### src/adcr_consts.svh
/*
 Register offsets, field positions, reset values and pin counts of the
 converter control block. Assumes inclusion by bare name from package and modules.
*/
`ifndef ADCR_CONSTS_SVH
`define ADCR_CONSTS_SVH

// ----------------------------------------------------------------------------
// Register offsets
// ----------------------------------------------------------------------------
`define ADCR_OFF_RESULT_LOW   3'h0
`define ADCR_OFF_RESULT_HIGH  3'h1
`define ADCR_OFF_CONTROL_0    3'h2
`define ADCR_OFF_CONTROL_1    3'h3
`define ADCR_OFF_REF_CONTROL  3'h4
`define ADCR_OFF_PIN_SEL_LOW  3'h5
`define ADCR_OFF_PIN_SEL_HIGH 3'h6

// ----------------------------------------------------------------------------
// Field positions
// ----------------------------------------------------------------------------
`define ADCR_C0_START_BIT     7
`define ADCR_C0_BUSY_BIT      6
`define ADCR_C0_ENABLE_BIT    5
`define ADCR_C0_FORMAT_BIT    4
`define ADCR_C1_SRC_LSB       5
`define ADCR_C1_WRITE_MASK    8'hE7
`define ADCR_PINH_WRITE_MASK  8'h0F

// ----------------------------------------------------------------------------
// Reset values and counts
// ----------------------------------------------------------------------------
`define ADCR_RESET_BYTE       8'h00
`define ADCR_RESET_RESULT     12'h000
`define ADCR_NUM_PINS         12
`define ADCR_CHAN_LAST        4'hB

`endif

### src/adcr_pkg.sv
/*
 Types shared by the converter control block.
 Assumes adcr_consts.svh is on the include path.
*/
package adcr_pkg;
	`include "adcr_consts.svh"

	typedef enum logic [2:0] {
		ADCR_SRC_EXT0,
		ADCR_SRC_VDD,
		ADCR_SRC_VDD_HALF,
		ADCR_SRC_VDD_QUARTER,
		ADCR_SRC_EXT1,
		ADCR_SRC_VREF,
		ADCR_SRC_VREF_HALF,
		ADCR_SRC_VREF_QUARTER
	} adcr_src_e;

	typedef enum logic [1:0] {
		ADCR_IDLE,
		ADCR_ARMED,
		ADCR_CONVERTING
	} adcr_state_e;

	typedef logic [7:0]  adcr_byte_t;
	typedef logic [11:0] adcr_result_t;
endpackage

### src/adcr_top.sv
/*
 Control and result registers of a single 12-bit successive-approximation
 converter. Software reaches seven byte registers over a plain strobe port.
 Assumes the analog core runs the conversion itself and returns a one-cycle
 done pulse with its 12-bit result on this same clock.
*/
// Implementation choices: the address map and the address-and-strobe port.
`include "adcr_consts.svh"
module adcr_top (
	input  wire logic               CLK,
	input  wire logic               RESET_N,
	input  wire logic [2:0]         REG_ADDR,
	input  wire adcr_pkg::adcr_byte_t REG_WDATA,
	input  wire logic               REG_WRITE,
	input  wire logic               REG_READ,
	output adcr_pkg::adcr_byte_t    REG_RDATA,
	input  wire logic               CONV_DONE,
	input  wire adcr_pkg::adcr_result_t CONV_RESULT,
	output logic                    CONV_START,
	output logic                    CONV_POWER,
	output logic [11:0]             PIN_CHANNEL_ON,
	output logic [2:0]              INTERNAL_SOURCE,
	output logic                    INTERNAL_ON,
	output logic [2:0]              CLOCK_DIVIDER,
	output adcr_pkg::adcr_byte_t    REFERENCE_CTRL,
	output logic [11:0]             PIN_ANALOG,
	output logic [11:0]             PIN_DIGITAL_OFF,
	output logic [11:0]             PIN_PULLHIGH_OFF
);
	import adcr_pkg::*;

	// ------------------------------------------------------------------------
	// State
	// ------------------------------------------------------------------------
	typedef struct packed {
		adcr_state_e  state;
		logic         start_bit;
		logic         busy;
		logic         enable;
		logic         format_right;
		logic [3:0]   channel;
		logic [2:0]   source;
		logic [2:0]   divider;
		adcr_byte_t   reference;
		logic [11:0]  pin_sel;
		adcr_result_t result;
		adcr_byte_t   rdata;
		logic         conv_start;
		logic [11:0]  chan_on;
		logic         internal_on;
		logic [11:0]  dig_off;
	} adcr_regs_s;

	adcr_regs_s r_q;
	adcr_regs_s r_d;

	adcr_byte_t res_high;
	adcr_byte_t res_low;
	adcr_byte_t control_0;
	logic       is_internal;

	adcr_pack u_pack (
		.format_right (r_q.format_right),
		.value        (r_q.result),
		.high_byte    (res_high),
		.low_byte     (res_low)
	);

	// ------------------------------------------------------------------------
	// Control byte read-back and source decode
	// ------------------------------------------------------------------------
	always_comb begin
		control_0 = {r_q.start_bit, r_q.busy, r_q.enable, r_q.format_right, r_q.channel};
		is_internal = (r_q.source != ADCR_SRC_EXT0) && (r_q.source != ADCR_SRC_EXT1);
	end

	// ------------------------------------------------------------------------
	// Next state
	// ------------------------------------------------------------------------
	always_comb begin
		r_d = r_q;
		r_d.conv_start = 1'b0;

		if (REG_WRITE) begin
			unique case (REG_ADDR)
				`ADCR_OFF_CONTROL_0: begin
					r_d.start_bit    = REG_WDATA[`ADCR_C0_START_BIT];
					r_d.enable       = REG_WDATA[`ADCR_C0_ENABLE_BIT];
					r_d.format_right = REG_WDATA[`ADCR_C0_FORMAT_BIT];
					r_d.channel      = REG_WDATA[3:0];
				end
				`ADCR_OFF_CONTROL_1: begin
					r_d.source  = REG_WDATA[7:5];
					r_d.divider = REG_WDATA[2:0];
				end
				`ADCR_OFF_REF_CONTROL: r_d.reference = REG_WDATA;
				`ADCR_OFF_PIN_SEL_LOW: r_d.pin_sel[7:0] = REG_WDATA;
				`ADCR_OFF_PIN_SEL_HIGH: r_d.pin_sel[11:8] = REG_WDATA[3:0];
				// Result offsets and unmapped ones ignore writes.
				default: r_d.result = r_q.result;
			endcase
		end

		// Start needs a full high-then-low sequence; a conversion in flight
		// is not restarted, so the core only ever sees one start per conversion.
		unique case (r_q.state)
			ADCR_IDLE: begin
				if (r_d.start_bit && !r_q.start_bit)
					r_d.state = ADCR_ARMED;
			end
			ADCR_ARMED: begin
				if (!r_d.start_bit && r_q.enable) begin
					r_d.state      = ADCR_CONVERTING;
					r_d.busy       = 1'b1;
					r_d.conv_start = 1'b1;
				end
			end
			ADCR_CONVERTING: begin
				if (!r_q.enable) begin
					// Switched off mid-way: abandon, keep the old result.
					r_d.state = ADCR_IDLE;
					r_d.busy  = 1'b0;
				end else if (CONV_DONE) begin
					r_d.state  = ADCR_IDLE;
					r_d.busy   = 1'b0;
					r_d.result = CONV_RESULT;
				end
			end
			default: r_d.state = ADCR_IDLE;
		endcase

		// External channel routing; codes above the last pin float.
		r_d.chan_on = '0;
		if (!is_internal && r_q.channel <= `ADCR_CHAN_LAST)
			r_d.chan_on[r_q.channel] = 1'b1;
		r_d.internal_on = is_internal;
		r_d.dig_off = r_q.pin_sel;

		r_d.rdata = `ADCR_RESET_BYTE;
		if (REG_READ) begin
			unique case (REG_ADDR)
				`ADCR_OFF_RESULT_LOW:   r_d.rdata = res_low;
				`ADCR_OFF_RESULT_HIGH:  r_d.rdata = res_high;
				`ADCR_OFF_CONTROL_0:    r_d.rdata = control_0;
				`ADCR_OFF_CONTROL_1:    r_d.rdata = {r_q.source, 2'b00, r_q.divider};
				`ADCR_OFF_REF_CONTROL:  r_d.rdata = r_q.reference;
				`ADCR_OFF_PIN_SEL_LOW:  r_d.rdata = r_q.pin_sel[7:0];
				`ADCR_OFF_PIN_SEL_HIGH: r_d.rdata = {4'h0, r_q.pin_sel[11:8]};
				default:                r_d.rdata = `ADCR_RESET_BYTE;
			endcase
		end
	end

	// ------------------------------------------------------------------------
	// Registers
	// ------------------------------------------------------------------------
	always_ff @(posedge CLK or negedge RESET_N) begin
		if (!RESET_N) begin
			r_q <= '0;
		end else begin
			r_q <= r_d;
		end
	end

	always_comb begin
		REG_RDATA        = r_q.rdata;
		CONV_START       = r_q.conv_start;
		CONV_POWER       = r_q.enable;
		PIN_CHANNEL_ON   = r_q.chan_on;
		INTERNAL_SOURCE  = r_q.source;
		INTERNAL_ON      = r_q.internal_on;
		CLOCK_DIVIDER    = r_q.divider;
		REFERENCE_CTRL   = r_q.reference;
		PIN_ANALOG       = r_q.dig_off;
		PIN_DIGITAL_OFF  = r_q.dig_off;
		PIN_PULLHIGH_OFF = r_q.dig_off;
	end
endmodule

### src/adcr_pack.sv
/*
 Packs a 12-bit result into a high and low byte in either alignment.
 Assumes a purely combinational use inside the control block.
*/
module adcr_pack (
	input  wire logic              format_right,
	input  wire adcr_pkg::adcr_result_t value,
	output adcr_pkg::adcr_byte_t        high_byte,
	output adcr_pkg::adcr_byte_t        low_byte
);
	import adcr_pkg::*;

	// Unused positions are filled with zero in both layouts.
	always_comb begin
		if (format_right) begin
			high_byte = {4'h0, value[11:8]};
			low_byte  = value[7:0];
		end else begin
			high_byte = value[11:4];
			low_byte  = {value[3:0], 4'h0};
		end
	end
endmodule

### config.mk
export PLATFORM = sky130hd
export DESIGN_NAME = adcr_top
export DESIGN_NICKNAME = d
export VERILOG_FILES = /design/src/adcr_pkg.sv /design/src/adcr_top.sv /design/src/adcr_pack.sv
export VERILOG_INCLUDE_DIRS = /design/src
export SDC_FILE = /design/constraint.sdc
export NUM_CORES = 1
export LEC_CHECK = 0
export BUFFER_PORTS_ARGS = -buffer_cell sky130_fd_sc_hd__buf_4
export CORE_MARGIN = 2
export CORE_UTILIZATION = 48
export CTS_CLUSTER_SIZE = 8
export DETAILED_ROUTE_END_ITERATION = 12
export GPL_ROUTABILITY_DRIVEN = 0
export PLACE_DENSITY = 0.76
export RECOVER_POWER = 50
export SLEW_MARGIN = 40
export SYNTH_ARGS = -nofsm -noshare
export SYNTH_HDL_FRONTEND = slang
export SYNTH_SLANG_ARGS = --single-unit
### constraint.sdc
create_clock -name CLK -period 1.39 [get_ports CLK]
set_input_delay 0 -clock CLK [delete_from_list [all_inputs] [get_ports CLK]]
set_output_delay 0 -clock CLK [all_outputs]
set_load 0.05 [all_outputs]
==> metrics.md <==
| Metric | Value |
|---|---|
| Share of cells above drive strength 1 | `0.460` |
| Reg2reg path depth | `4` |
| Setup crit end | `REG_RDATA[7]` |
| Fin. Hold Viols | `0` |
| Final worst path period share | `1.07` |
| Final worst setup slack | `-0.0920 ns` |
| I/O pin cnt | `101` |
| Static Leak | `2.28 nW` |
| Most used DFF post-synth | `dfrtp_1` |
| Row cnt | `32` |
| DR vias | `2542` |
| Final Hold Slack | `0.0589 ns` |
| Root buffer cell | `clkbuf_8` |
| Crit path capture type | `flop` |
| Setup tns final | `-0.125 ns` |
| Die area | `0.00881 sq mm` |
| Clk_skew | `0.00679 ns` |
| Cells after Synth | `319` |
| Total track usage | `0.191` |
| Synth top cells by count | `dfrtp_1 (82), buf_4 (70), mux2_2 (42)` |
| DRT iter0 DRCs | `139` |
| WP data required | `1.63 ns` |
| Seq cells post-synth | `82` |
| Peak supply drop | `1.17 mV` |
| Number of synthesized flops with an enable pin | `0` |
| Drt pass-1 iters | `5` |
| First-pass GRT wire length | `12.7 mm` |
| Critical Path Fanout Max | `3` |
| Grt ovf | `0` |
| Depth of the CTS H-tree | `3` |
| Pwr per Cell Area | `1690 mW/mm^2` |
| Diodes inserted | `0` |
| Worst reg-to-reg setup slack | `-0.09 ns` |
| Die W | `93.9 microns` |
| Final setup vio count | `3` |
| Yosys top cell by area | `dfrtp_1` |
| Filler Cells Inserted | `641` |
| I/O Buffers | `100` |
| Worst r2r src | `control_0[4]` |
| Clock buffer depth | `2` |
| Core area | `0.00777 sq mm` |
| Initial antenna violation count | `0` |
| Synth async-reset ratio | `1.00` |
| Final nets | `421` |
| R2r endpoint | `REG_RDATA[7]` |
| Syn avg cell area | `12.2 sq um` |
| RSZ-0062 raised after global routing | `true` |
| Starting Density | `0.499` |
| Largest net degree at the start of global routing | `35` |
| CTS sink cnt | `82` |
| CTS tree | `done` |
| PnR Total Power | `0.00812 W` |
| Area occupied by multi-input gates | `0.00124 sq mm` |
| Die Y | `93.9 microns` |
| Syn Std Cell Area | `0.00388 sq mm` |
| Post-route DRC | `0` |
| Routed vias/inst | `5.08` |
| Area grow syn2layout | `23.8%` |
| Worst skew pair latency | `0.36 ns` |
| Vias in the first global route | `2545` |
| Cts bufs inserted | `9` |
| Distinct cells, synth | `42` |
| Worst Hold Class | `input port to flop` |
| Crit path kind | `flop to flop` |
| Worst rel slew slack | `0.584` |
| Most frequent cell after synthesis | `dfrtp_1` |
| Max-slew violations | `0` |
| Storage element area | `0.00205 sq mm` |
| Yosys warns | `0` |
| Post-synthesis sequential area ratio | `0.529` |
| Slew @ Worst Pin | `0.623 ns` |
| CP startpoint | `control_0[4]` |
| Area contributors post-synth | `dfrtp_1 (53%), buf_4 (14%), mux2_2 (12%)` |
| Avg WL per Cell | `16.0 microns` |
| Syn_nets | `347` |
| Clk slew on worst S/H paths | `0.09 ns` |
| Max Fclk | `0.675 GHz` |
| Failing checks | `setup timing` |
| CP Data Arrival Time | `1.72 ns` |
| DP Wirelength | `5.80 mm` |
| CP startpoint kind | `flop` |
| Status | `finished with violations` |
| Tmin final | `1.48 ns` |
| Max-cap violations | `0` |
| Post-route ant nets | `0` |
| Routed wire length | `8.01 mm` |
| Yosys top cell area share | `0.529` |
-- stage by stage --
step | std cells | cell area, sq um | utilization | setup WS (ns)
2_1_floorplan | 319 | 3880 | - | -0.0568
3_3_place_gp | 460 | 4360 | 0.562 | -0.0563
3_5_place_dp | 460 | 4360 | 0.562 | -0.0871
4_1_cts | 500 | 4810 | 0.619 | -0.0813
5_1_grt | 500 | 4800 | 0.618 | -0.125
6_report | 500 | 4800 | 0.618 | -0.0920
-- repair_timing --
item | in CTS | in global routing
gates resized for setup | 0 | 7
setup endpoints to repair | 2 | 8
hold buffers | 23 | 0
buffers inserted | 1 | 0
pin swaps | 0 | 3
endpoints found under the hold margin | 133 | 0
-- critical path, stage by stage (launching register included) --
cell     delay (ns)
dfrtp_1        0.42
mux2_4         0.31
mux4_2         0.45
o21ai_1        0.12
nor2_1         0.05
-- how the worst min path moves through the flow --
stage,end,start,slack (ns),cells past startpoint
floorplan,CLOCK_DIVIDER[0],RESET_N,-0.30,0
global placement,r_q[39],RESET_N,-0.07,1
detailed placement,r_q[39],RESET_N,-0.07,1
CTS,REG_RDATA[7],REG_ADDR[2],0.03,4
global route,REG_RDATA[3],REG_ADDR[1],0.07,4
finish,REG_RDATA[7],REG_ADDR[1],0.06,4
-- layout make-up --
class                      instances  area share
clock inverter                     7      0.0175
clock buffer                       9      0.0258
sequential                        82       0.427
multi-input combinational        150       0.257
tap                              102      0.0266
inverter                           6     0.00469
timing repair buffer             144       0.241
-- registers in the layout, summed over array words and instances (netlist names) --
signal	flops
CLOCK_DIVIDER	3
CONV_POWER	1
CONV_START	1
INTERNAL_ON	1
INTERNAL_SOURCE	3
PIN_ANALOG	12
PIN_CHANNEL_ON	12
REFERENCE_CTRL	8
REG_RDATA	8
control_0	7
r_d	12
r_q	14
-- power by group --
group / leakage [nW] / total [W] / switching [W] / internal (W)
registers: 1.03 / 0.00324 / 0.000386 / 0.00285
clock network: 0.103 / 0.00178 / 0.000919 / 0.000863
logic: 1.14 / 0.00310 / 0.00198 / 0.00112
-- kinds of logic (layout without fill, tap and decap cells) --
logic type,count (synthesis),in the layout,share of synthesized area
AND/OR/NAND/NOR,57,57,0.0794
AO/OA/AOI/OAI,34,34,0.0616
flip-flops,82,82,0.529
buffers and inverters,87,166,0.157
multiplexers,59,59,0.173
-- layout by cell type, fill, tap and decap left out, types with 6 or more instances in the layout --
cell	count
inv_1	6
clkbuf_8	9
o21ai_0	6
nor2_1	17
nand3_1	8
dfrtp_1	82
a21oi_1	8
dlygate4sd3_1	23
buf_4	111
mux2_1	11
mux2_2	41
nand2_1	9
-- metal layers --
metal	up-vias	GRT usage	part of all wire
met1	1262	0.243	0.42
met4	0	0.0556	0.012
met2	83	0.326	0.52
met3	13	0.0441	0.051
li1	1184	-	-
met5	-	0	0
Note: power is estimated with default switching activity, not from simulation.
